--- config.mk ---
export PLATFORM = sky130hd
export DESIGN_NAME = lvr_shim
export DESIGN_NICKNAME = d
export VERILOG_FILES = /design/src/lvr_pkg.sv /design/src/lvr_lut.sv /design/src/lvr_shim.sv
export SDC_FILE = /design/constraint.sdc
export NUM_CORES = 2
export LEC_CHECK = 0
export BUFFER_PORTS_ARGS = -buffer_cell sky130_fd_sc_hd__buf_2
export CAP_MARGIN = 15
export CELL_PAD_IN_SITES_DETAIL_PLACEMENT = 2
export CELL_PAD_IN_SITES_GLOBAL_PLACEMENT = 2
export CORE_ASPECT_RATIO = 1.1
export CORE_MARGIN = 10
export CORE_UTILIZATION = 40
export CTS_CLUSTER_SIZE = 16
export DETAILED_ROUTE_END_ITERATION = 8
export PLACE_DENSITY = 0.9
export SLEW_MARGIN = 10
export SYNTH_ARGS = -nofsm -noshare
export SYNTH_HDL_FRONTEND = slang
export SYNTH_HIERARCHICAL = 1
export SYNTH_SLANG_ARGS = --single-unit
--- constraint.sdc ---
create_clock -name mclk_in -period 10.3 [get_ports mclk_in]
set_clock_uncertainty 0.15 [all_clocks]
set_input_delay 0 -clock mclk_in [delete_from_list [all_inputs] [get_ports mclk_in]]
set_output_delay 0 -clock mclk_in [all_outputs]
set_load 0.02 [all_outputs]
--- src/lvr_pkg.sv ---
// Contract
// - green-only mode ignores first and third data writes; second write's green is stored.
// - green-only mode returns the stored six-bit value on each of three reads.
// - lcd mode panel timing comes only from horizontal and vertical panel sizes.
// - lcd mode timing parameters besides panel sizes are fixed hardware constants.
// - lcd mode ignores timing of indices 00h, 02h-06h, 10h, 15h, 16h; code fixes only bits 4-0 of 03h.
// - lcd mode ignores timing of selected bits in indices 07h, 09h, 11h.
// - ignored timing registers and bits stay writable and readable with no effect.
// - indices 01h and 12h keep full function in lcd and crt modes.
// - crt mode uses the complete display-timing register set.
// - non-timing display registers behave as standard in every mode.
// - removed legacy bits keep storage positions but have no effect.
// - aux 01h bit 4 selects green-only or ntsc weighting when entries are written.
// - write and read lookup indices advance after each group of three accesses.
// - aux 0Bh bits 1,0 equal to 01 selects lcd-only display.
// - lcd-only with aux 00h bit 0 set maps indices 01h, 12h to panel sizes.
package lvr_pkg;
    // host port addresses
    localparam logic [9:0] ADDR_LUT_RD_IDX = 10'h3C7;
    localparam logic [9:0] ADDR_LUT_WR_IDX = 10'h3C8;
    localparam logic [9:0] ADDR_LUT_DATA = 10'h3C9;
    localparam logic [9:0] ADDR_CRTC_IDX = 10'h3D4;
    localparam logic [9:0] ADDR_CRTC_DATA = 10'h3D5;
    localparam logic [9:0] ADDR_AUX_IDX = 10'h3DE;
    localparam logic [9:0] ADDR_AUX_DATA = 10'h3DF;

    // display-timing register indices
    localparam int CRTC_NUM = 25;
    localparam logic [7:0] CRTC_LAST = 8'h18;
    localparam logic [7:0] IDX_HDE_END = 8'h01;
    localparam logic [7:0] IDX_VDE_END = 8'h12;
    localparam logic [4:0] IDX_HTOTAL = 5'h00;
    localparam logic [4:0] IDX_HDE = 5'h01;
    localparam logic [4:0] IDX_OVERFLOW = 5'h07;
    localparam logic [4:0] IDX_CUR_END = 5'h0B;
    localparam logic [4:0] IDX_START_HI = 5'h0C;
    localparam logic [4:0] IDX_VRS = 5'h10;
    localparam logic [4:0] IDX_VDE = 5'h12;

    // auxiliary registers
    localparam int AUX_NUM = 16;
    localparam logic [7:0] AUX_LAST = 8'h0F;
    localparam logic [3:0] AUX_PANEL = 4'h0;
    localparam logic [3:0] AUX_GRAY = 4'h1;
    localparam logic [3:0] AUX_TARGET = 4'hB;
    localparam int BIT_PANEL_SEL = 0;
    localparam int BIT_GREEN_ONLY = 4;
    localparam logic [1:0] TARGET_LCD_ONLY = 2'h1;

    // gray lookup table
    localparam int LUT_DEPTH = 256;
    localparam logic [1:0] LUT_PH_FIRST = 2'h0;
    localparam logic [1:0] LUT_PH_SECOND = 2'h1;
    localparam logic [1:0] LUT_PH_LAST = 2'h2;
    localparam logic [1:0] LUT_STAT_WRITE = 2'h0;
    localparam logic [1:0] LUT_STAT_READ = 2'h3;
    localparam logic [10:0] NTSC_G = 11'h013;
    localparam logic [10:0] NTSC_R = 11'h009;
    localparam logic [10:0] NTSC_B = 11'h004;

    typedef logic [CRTC_NUM-1:0][7:0] lvr_crtc_t;

    // bits whose timing role is dropped in lcd-only mode, index 18h first
    localparam lvr_crtc_t LCD_MASK = {
        8'h00, 8'h00, 8'hFF, 8'hFF, 8'h00, 8'h00, 8'h00, 8'h0F, 8'hFF,
        8'h00, 8'h00, 8'h00, 8'h00, 8'h00, 8'h00, 8'hC0, 8'h00, 8'hED,
        8'hFF, 8'hFF, 8'hFF, 8'h1F, 8'hFF, 8'h00, 8'hFF};
    // legacy bits that store but never act
    localparam lvr_crtc_t LEGACY_MASK = {
        8'h00, 8'h0C, 8'h00, 8'h00, 8'h20, 8'h00, 8'h00, 8'h40, 8'h00,
        8'h00, 8'h00, 8'h00, 8'h00, 8'h60, 8'h00, 8'h00, 8'h00, 8'h00,
        8'h00, 8'h00, 8'h00, 8'hE0, 8'h00, 8'h00, 8'h00};
    localparam lvr_crtc_t LCD_FIXED_RST = {
        8'h00, 8'h00, 8'h04, 8'hE7, 8'h00, 8'h00, 8'h00, 8'h0C, 8'hEA,
        8'h00, 8'h00, 8'h00, 8'h00, 8'h00, 8'h00, 8'h40, 8'h00, 8'h2C,
        8'h0B, 8'h80, 8'h54, 8'h02, 8'h50, 8'h00, 8'h5F};
    localparam logic [7:0] H_PANEL_RST = 8'h4F;
    localparam logic [7:0] V_PANEL_RST = 8'hDF;

    typedef struct packed {
        logic [9:0] addr;
        logic [7:0] wdata;
        logic wr;
        logic rd;
    } lvr_req_t;

    typedef struct packed {
        logic lcd_mode;
        logic [7:0] h_panel;
        logic [7:0] v_panel;
        lvr_crtc_t crtc;
    } lvr_timing_t;
endpackage : lvr_pkg

--- src/lvr_lut.sv ---
`timescale 1ns/10ps
module lvr_lut
    import lvr_pkg::*;
(
    // clock and reset
    input wire logic mclk_in,
    input wire logic rst_in,
    // host strobes
    input wire logic rd_idx_wr_in,
    input wire logic wr_idx_wr_in,
    input wire logic data_wr_in,
    input wire logic data_rd_in,
    input wire logic [7:0] wdata_in,
    input wire logic green_only_in,
    // host read values
    output logic [5:0] rd_value_out,
    output logic [7:0] wr_index_out,
    output logic [1:0] status_out,
    // display lookup
    input wire logic [7:0] pix_addr_in,
    output logic [5:0] gray_level_out
);
    typedef struct packed {
        logic [LUT_DEPTH-1:0][5:0] mem;
        logic [7:0] wr_idx;
        logic [7:0] rd_idx;
        logic [1:0] wr_ph;
        logic [1:0] rd_ph;
        logic [5:0] red;
        logic [5:0] grn;
        logic [1:0] status;
        logic [5:0] gray;
    } lvr_lut_st_t;

    lvr_lut_st_t s;
    lvr_lut_st_t next_s;
    logic [10:0] ntsc;
    logic [5:0] ntsc_gs;

    assign ntsc = NTSC_G * {5'h00, s.grn} + NTSC_R * {5'h00, s.red}
        + NTSC_B * {5'h00, wdata_in[5:0]};
    assign ntsc_gs = ntsc[10:5];

    always_comb begin
        next_s = s;
        next_s.gray = s.mem[pix_addr_in];
        if (wr_idx_wr_in) begin
            next_s.wr_idx = wdata_in;
            next_s.wr_ph = LUT_PH_FIRST;
            next_s.status = LUT_STAT_WRITE;
        end else if (data_wr_in) begin
            unique case (s.wr_ph)
                LUT_PH_FIRST: begin
                    next_s.red = wdata_in[5:0];
                    next_s.wr_ph = LUT_PH_SECOND;
                end
                LUT_PH_SECOND: begin
                    next_s.grn = wdata_in[5:0];
                    next_s.wr_ph = LUT_PH_LAST;
                end
                default: begin
                    // green-only drops red and blue; otherwise weight all three
                    next_s.mem[s.wr_idx] = green_only_in ? s.grn : ntsc_gs;
                    next_s.wr_idx = s.wr_idx + 8'h01;
                    next_s.wr_ph = LUT_PH_FIRST;
                end
            endcase
        end
        if (rd_idx_wr_in) begin
            next_s.rd_idx = wdata_in;
            next_s.rd_ph = LUT_PH_FIRST;
            next_s.status = LUT_STAT_READ;
        end else if (data_rd_in) begin
            if (s.rd_ph == LUT_PH_LAST) begin
                next_s.rd_idx = s.rd_idx + 8'h01;
                next_s.rd_ph = LUT_PH_FIRST;
            end else begin
                next_s.rd_ph = s.rd_ph + 2'h1;
            end
        end
    end

    always_ff @(posedge mclk_in) begin
        if (rst_in) begin
            s <= '0;
        end else begin
            s <= next_s;
        end
    end

    // every one of the three reads gives the stored level
    assign rd_value_out = s.mem[s.rd_idx];
    assign wr_index_out = s.wr_idx;
    assign status_out = s.status;
    assign gray_level_out = s.gray;
endmodule : lvr_lut

--- src/lvr_shim.sv ---
`timescale 1ns/10ps
module lvr_shim
    import lvr_pkg::*;
#(
    parameter lvr_crtc_t LCD_FIXED = LCD_FIXED_RST
) (
    // clock and reset
    input wire logic mclk_in,
    input wire logic rst_in,
    // register port
    input wire lvr_req_t req_in,
    output logic [7:0] rdata_out,
    // display lookup
    input wire logic [7:0] pix_addr_in,
    output logic [5:0] gray_level_out,
    // to the timing generator
    output lvr_timing_t timing_out
);
    typedef struct packed {
        lvr_crtc_t crtc;
        logic [7:0] crtc_idx;
        logic [AUX_NUM-1:0][7:0] aux;
        logic [7:0] aux_idx;
        logic [7:0] h_panel;
        logic [7:0] v_panel;
        logic [7:0] rdata;
        lvr_timing_t timing;
    } lvr_st_t;

    lvr_st_t s;
    lvr_st_t next_s;
    lvr_crtc_t eff;
    logic lcd;
    logic redir;
    logic [5:0] lut_value;
    logic [7:0] lut_wr_index;
    logic [1:0] lut_status;
    logic green_only;

    function automatic logic crtc_hit(input logic [7:0] idx);
        return idx <= CRTC_LAST;
    endfunction : crtc_hit

    // 2'b01 horizontal panel size, 2'b10 vertical, 2'b00 normal register
    function automatic logic [1:0] panel_sel(input logic [7:0] idx, input logic on);
        return {on && idx == IDX_VDE_END, on && idx == IDX_HDE_END};
    endfunction : panel_sel

    assign lcd = s.aux[AUX_TARGET][1:0] == TARGET_LCD_ONLY;
    assign redir = lcd && s.aux[AUX_PANEL][BIT_PANEL_SEL];
    assign green_only = s.aux[AUX_GRAY][BIT_GREEN_ONLY];

    lvr_lut u_lut (
        .mclk_in(mclk_in),
        .rst_in(rst_in),
        .rd_idx_wr_in(req_in.wr && req_in.addr == ADDR_LUT_RD_IDX),
        .wr_idx_wr_in(req_in.wr && req_in.addr == ADDR_LUT_WR_IDX),
        .data_wr_in(req_in.wr && req_in.addr == ADDR_LUT_DATA),
        .data_rd_in(req_in.rd && req_in.addr == ADDR_LUT_DATA),
        .wdata_in(req_in.wdata),
        .green_only_in(green_only),
        .rd_value_out(lut_value),
        .wr_index_out(lut_wr_index),
        .status_out(lut_status),
        .pix_addr_in(pix_addr_in),
        .gray_level_out(gray_level_out)
    );

    // value each timing register presents to the generator
    for (genvar i = 0; i < CRTC_NUM; i++) begin : g_eff
        logic [7:0] merged;
        // lcd-only swaps dropped timing bits for fixed constants
        assign merged = lcd ? ((s.crtc[i] & ~LCD_MASK[i]) | (LCD_FIXED[i] & LCD_MASK[i]))
            : s.crtc[i];
        // legacy bits never reach the generator
        assign eff[i] = merged & ~LEGACY_MASK[i];
    end

    always_comb begin
        next_s = s;
        next_s.rdata = 8'h00;
        if (req_in.wr) begin
            unique case (req_in.addr)
                ADDR_CRTC_IDX: next_s.crtc_idx = req_in.wdata;
                ADDR_CRTC_DATA: begin
                    unique case (panel_sel(s.crtc_idx, redir))
                        2'h1: next_s.h_panel = req_in.wdata;
                        2'h2: next_s.v_panel = req_in.wdata;
                        default: begin
                            if (crtc_hit(s.crtc_idx)) begin
                                // every bit keeps plain storage
                                next_s.crtc[s.crtc_idx[4:0]] = req_in.wdata;
                            end
                        end
                    endcase
                end
                ADDR_AUX_IDX: next_s.aux_idx = req_in.wdata;
                ADDR_AUX_DATA: begin
                    if (s.aux_idx <= AUX_LAST) begin
                        next_s.aux[s.aux_idx[3:0]] = req_in.wdata;
                    end
                end
                default: begin
                end
            endcase
        end
        if (req_in.rd) begin
            unique case (req_in.addr)
                ADDR_LUT_RD_IDX: next_s.rdata = {6'h00, lut_status};
                ADDR_LUT_WR_IDX: next_s.rdata = lut_wr_index;
                ADDR_LUT_DATA: next_s.rdata = {2'h0, lut_value};
                ADDR_CRTC_IDX: next_s.rdata = s.crtc_idx;
                ADDR_CRTC_DATA: begin
                    unique case (panel_sel(s.crtc_idx, redir))
                        2'h1: next_s.rdata = s.h_panel;
                        2'h2: next_s.rdata = s.v_panel;
                        default: begin
                            if (crtc_hit(s.crtc_idx)) begin
                                next_s.rdata = s.crtc[s.crtc_idx[4:0]];
                            end
                        end
                    endcase
                end
                ADDR_AUX_IDX: next_s.rdata = s.aux_idx;
                ADDR_AUX_DATA: begin
                    if (s.aux_idx <= AUX_LAST) begin
                        next_s.rdata = s.aux[s.aux_idx[3:0]];
                    end
                end
                default: begin
                end
            endcase
        end
        next_s.timing.lcd_mode = lcd;
        next_s.timing.h_panel = s.h_panel;
        next_s.timing.v_panel = s.v_panel;
        next_s.timing.crtc = eff;
    end

    always_ff @(posedge mclk_in) begin
        if (rst_in) begin
            s <= '0;
            s.h_panel <= H_PANEL_RST;
            s.v_panel <= V_PANEL_RST;
        end else begin
            s <= next_s;
        end
    end

    assign rdata_out = s.rdata;
    assign timing_out = s.timing;
endmodule : lvr_shim

Yosys cells after proc, flatten, opt, wreduce, memory -nomap -nowiden
Index checks and enable logic that the tools add are counted.
W data, S select, Z words.

word-level totals
  bits in latches = 0
  register bits after elaboration = 2,161
  output and inout bits = 231
  input port bits = 30
  word-level logic and storage cells = 467
  memories = 0
  bits in read-only memories = 0
  memory bits (writable) = 0

operators by class
  magnitude comparators = 10
  muxes and demuxes = 44
  shift operators = 0
  $mul = 2
  div/mod/pow operators = 0
  bitwise gates (word level) = 4
  reduce and logical (&&, ||, !) cells = 32
  eq/ne operators = 15
  add/subtract/negate cells = 5

operators by type and width
  kind                    number
  $bwmux W1536            1
  $bwmux W200             1
  $mux W8                 21
  $bwmux W128             1
  $bmux W6 S8             2
  $eq A10 B10 Y1 const B  7
  $pmux W8 S7             1
  $demux W6 S8            1
  $bmux W8 S5             1
  $demux W8 S5            1
  $bmux W8 S4             1
  $demux W8 S4            1
  $lt A8 B9 Y1 const B    3
  $mux W6                 4
  $reduce_and A3 Y1       6
  $add A8 B1 Y8 const B   2
  $pmux W8 S2             1
  $reduce_or A2 Y1        6
  $add A11 B10 Y11        1
  $add A11 B8 Y11         1
  $mul A5 B6 Y11 const A  1
  $logic_and A1 B1 Y1     10
  $mul A4 B6 Y10 const A  1
  $eq A8 B1 Y1 const B    1
  22 further kinds        36

Depth between registers and ports, before layout
  word-level depth = 7
  depth in mapped cells = 19
  depth with buffers taken out = 17

By module
The synthesis kept the hierarchy.

modules (own cells, without submodules)
  module    sequential area each (µm²)  times used  area an instance (µm²)  cells an instance
  lvr_lut   31,530.2                    1           79,775.3                7,979
  lvr_shim  11,531.1                    1           23,760.3                2,482

Least setup slack after synthesis
No wires, ideal clock.

  path type = register to register
  start point = reg u_lut/s[13] in the netlist's numbering
  end point = reg u_lut/s[146] in the netlist's numbering
  data arrival time = 4.382 ns
  required time = 10.012 ns
  path slack = 5.630 ns
  stages on the path, launching flop included = 19
  setup time = 0.138 ns
  path buffers = 2
  period minus slack after synthesis = 4.670 ns
  cell sequence = dfxtp_1 ha_1 inv_1 fa_1 inv_1 fa_1 fa_1 inv_1 fa_1 inv_1 ha_1 o21ai_0 o21ai_0 and3_1 nor3_1 a21oi_1 buf_2 buf_1 a211oi_1

between the ends
  word-level cells in the longest chain between the ends = 5

RTL lines
  item                    RTL line       RTL
  from (decl)             lvr_lut.sv:35  lvr_lut_st_t s;
  from (signal assigned)  lvr_lut.sv:87  s <= next_s;
  $mul A5 B6 Y11          lvr_lut.sv:40  assign ntsc = NTSC_G * {5'h00, s.grn} + NTSC_R * {5'h00, s.red}
  $add A11 B10 Y11        lvr_lut.sv:40
  $add A11 B8 Y11         lvr_lut.sv:41  + NTSC_B * {5'h00, wdata_in[5:0]};
  $mux W6                 lvr_lut.sv:63  next_s.mem[s.wr_idx] = green_only_in ? s.grn : ntsc_gs;
  $bwmux W1536            lvr_lut.sv:63

No other way between the ends.
A chain may end at the register's enable or synchronous reset.

Final worst setup path
  start point = reg u_lut/s[11] in the netlist's numbering
  end point = reg u_lut/s[529] in the netlist's numbering

between the ends
  word-level cells in the longest chain between the ends = 5

RTL lines
  item              RTL line
  $mul A5 B6 Y11    lvr_lut.sv:40
  $add A11 B10 Y11  lvr_lut.sv:40
  $add A11 B8 Y11   lvr_lut.sv:41
  $mux W6 *         lvr_lut.sv:63
  $bwmux W1536 *    lvr_lut.sv:63

Mark *: on every way between the ends. The rest lies on a longest branch, timed or not.

==> impl_metrics.env <==
export IMPL_drive_gt1_share_pct=17.2
export IMPL_path_common_cell="inv_1"
export IMPL_ys_seq_elements=2151
export IMPL_fp_dieArea_um2=280000
export IMPL_clock_sinks=2151
export IMPL_most_common_layout_cells="dfxtp_1 (2143), nor2_1 (1828), a211oi_1 (1300)"
export IMPL_clock_root_buffer="clkbuf_16"
export IMPL_io_buffers=251
export IMPL_critical_path_top_delay_family="compound AO/OA/AOI/OAI gates"
export IMPL_drc=23
export IMPL_synth_edf_count=0
export IMPL_synthCells=10500
export IMPL_post_route_min_period_ns=7.93
export IMPL_violations="DRC, capacitance limit, slew limit"
export IMPL_drtIter0Drc=16400
export IMPL_crit_slowest_cell="a211oi_1"
export IMPL_maxCapViolCount=6
export IMPL_pin_count=261
export IMPL_vias_per_cell=7.54
export IMPL_synthArstFlopShare_pct=0
export IMPL_final_nets=9863
export IMPL_yosysSeqAreaShare_pct=41.6
export IMPL_hp_class="in -> reg"
export IMPL_worstPathCellList="ha_1, ha_1, inv_1, fa_1, inv_1, fa_1, inv_1, fa_1, inv_1, ha_1, nor2b_1, a211oi_1, o21bai_1, a21oi_1, xnor2_1, mux2i_4, buf_4, buf_12, a211oi_1"
export IMPL_ys_flop_type="dfxtp_1"
export IMPL_multiInputGateArea_um2=53600
export IMPL_wl_per_cell_um=42.8
export IMPL_max_freq_mhz=126
export IMPL_cp_num_buf_inv=6
export IMPL_dpl_hpwl_mm=305
export IMPL_first_global_vias=106000
export IMPL_vdd_ir_drop_worst_mv=0.194
export IMPL_finalSetupViolations=0
export IMPL_grtUsageTotal_pct=38.5
export IMPL_syn_area_per_cell_um2=9.90
export IMPL_synth_warnings=6
export IMPL_slowest_delay_ns=1.54
export IMPL_routed_wl_mm=577
export IMPL_rsz0062_at_grt="no"
export IMPL_synth_cell_types=83
export IMPL_report_final_hold_viol_count=0
export IMPL_synth_area_top_cells="dfxtp_1 (42%), mux4_2 (17%), a211oi_1 (9.4%), nor2_1 (6.6%), mux2i_1 (4.1%)"
export IMPL_regArea_um2=43100
export IMPL_antenna_found_initial=103
export IMPL_final_core_util_pct=43.8
export IMPL_powerDensity_nw_per_um2=160
export IMPL_status="finished, violations left"
export IMPL_fin_ws_ns=2.37
export IMPL_synth_top_area_share_pct=41.6
export IMPL_fin_crit_sh_pct=77.0
export IMPL_fill_cells=26100
export IMPL_cts_tree="done"
export IMPL_ant_nets=0
export IMPL_die_h_um=554
export IMPL_critPathRequiredTime_ns=10.87
export IMPL_setup_tns_ns=0
export IMPL_vias=102000
export IMPL_cp_arrival_ns=8.49
export IMPL_cts_buffers=226
export IMPL_core_um2=257000
export IMPL_firstDrtPassIters=9
export IMPL_layout_commonest_cell="dfxtp_1"
export IMPL_critPathLaunchType="register"
export IMPL_crit_type="reg -> reg"
export IMPL_endpoint_kind="register"
export IMPL_start_util_pct=40.3
export IMPL_place_ws_ns=3.73
export IMPL_clk_path_buf_depth=3
export IMPL_post_cts_buffers=0
export IMPL_rows=195
export IMPL_worstMarginPinSlew_ns=1.79
export IMPL_grt_pass1_wl_mm=809
export IMPL_cts_htree_levels=4
export IMPL_drv_slew=14
export IMPL_clkTransAtPathRegs_ns=0.07
export IMPL_overflow=0
export IMPL_gp_congestion=0.931
export IMPL_yosysTopAreaCell="dfxtp_1"
export IMPL_power_static_leakage_nw=36.2
export IMPL_insertion_delay_ns=0.98
export IMPL_die_w_um=505
export IMPL_grt_max_degree=203
export IMPL_syn_to_final_growth_pct=8.68
export IMPL_synthesis_area_um2=104000
export IMPL_crit_fanout=140
export IMPL_slew_headroom_pct=-19.9
metrics by stage:
stage / hold slack, ns / area, µm² / total power, mW / cells
after floorplan: -0.0114 / 104000 / 8.90 / 10500
final: 0.0216 / 113000 / 18.0 / 13500
after global routing: 0.0609 / 112000 / 18.3 / 13400
after CTS: 0.0202 / 112000 / 17.8 / 13400
after detailed placement: 0.264 / 104000 / 9.11 / 13000
after global placement: 0.247 / 104000 / 9.09 / 13000
Yosys cell counts (all sizes together) (6+ instances only):
cell,n
or3,14
a211o,12
nor3b,10
fa,16
o22ai,83
a22oi,112
nand2,590
nor4,30
nor2,1834
and3,32
mux4,792
inv,97
nor3,52
dfxtp,2151
buf,563
a2111oi,19
o21ai,428
nand4,56
nand2b,27
a221oi,57
clkbuf,817
a22o,62
a211oi,1300
or4,14
o2111ai,23
ha,39
o2bb2ai,6
a21o,8
a311oi,7
o221ai,8
and2,81
xor2,6
mux2,29
mux2i,427
xnor2,11
o211ai,16
or2,9
nor2b,152
nand3,50
a21oi,361
sequential cells by signal, indices dropped and copies added (netlist names):
name,count
green_only,1
g_eff.merged,104
s,239
rdata_out,8
u_lut/status_out,1
u_lut/wr_index_out,8
u_lut/gray_level_out,6
u_lut/s,1560
timing_out,208
next_s,16
worst register-to-register path, delay by kind of cell (launching register included):
kind / cells / cell delay [ns]
AO/OA/AOI/OAI: 4 / 2.83
adder cells (fa/ha/maj): 6 / 2.59
buffers and inverters: 6 / 1.03
flip-flops: 1 / 0.55
XOR/XNOR: 1 / 0.23
AND/OR/NAND/NOR: 1 / 0.17
multiplexers: 1 / 0.12
worst paths after layout:
check | start | slack [ns] | cells past startpoint | end
worst min register to register | s[276] | 0.33 | 2 | s[276]
worst max register to register | u_lut/s[11] | 2.37 | 19 | u_lut/s[529]
worst max-delay path | u_lut/s[11] | 2.37 | 19 | u_lut/s[529]
worst min-delay path | req_in[1] | 0.02 | 4 | s[381]
power breakdown:
group | total [mW] | switching (mW) | internal [mW]
clock network | 8.98 | 4.15 | 4.84
logic | 0.685 | 0.547 | 0.138
registers | 8.32 | 0.00243 | 8.32
total | 18.0 | 4.70 | 13.3
layout make-up:
class | count | area share, %
Clock buffer | 325 | 5.95
Antenna cell | 72 | 0.160
Multi-Input combinational cell | 6837 | 47.6
Sequential cell | 2151 | 38.3
Timing Repair Buffer | 461 | 2.90
Inverter | 101 | 0.339
Tap cell | 3447 | 3.83
Clock inverter | 93 | 0.897
metal layers:
layer	wire [µm]	GRT usage (%)	up-vias
met2	253000	59.8	9819
met3	71900	15.1	4123
met4	67200	33.8	86
met5	729	0.220	-
li1	-	-	36800
met1	185000	40.5	50800
what timing repair did:
action                                 4_1_cts  5_1_grt
hold buffers                                35        0
endpoints found under the hold margin      483        0
gates resized for setup                      0        0
cells by family (layout without fill, tap and decap cells):
| group | Yosys count | count (layout) | share of synthesized area [%] |
|---|---|---|---|
| other cells | 1 | 81 | 0.00362 |
| xor+xnor | 17 | 17 | 0.144 |
| compound gates | 2537 | 2537 | 16.7 |
| flops | 2151 | 2151 | 41.6 |
| buf+inv | 1481 | 980 | 6.91 |
| simple gates | 2971 | 2971 | 12.2 |
| mux | 1248 | 1248 | 21.7 |
| fa+ha+maj | 55 | 55 | 0.781 |
Power figures use the tool's default switching activity.
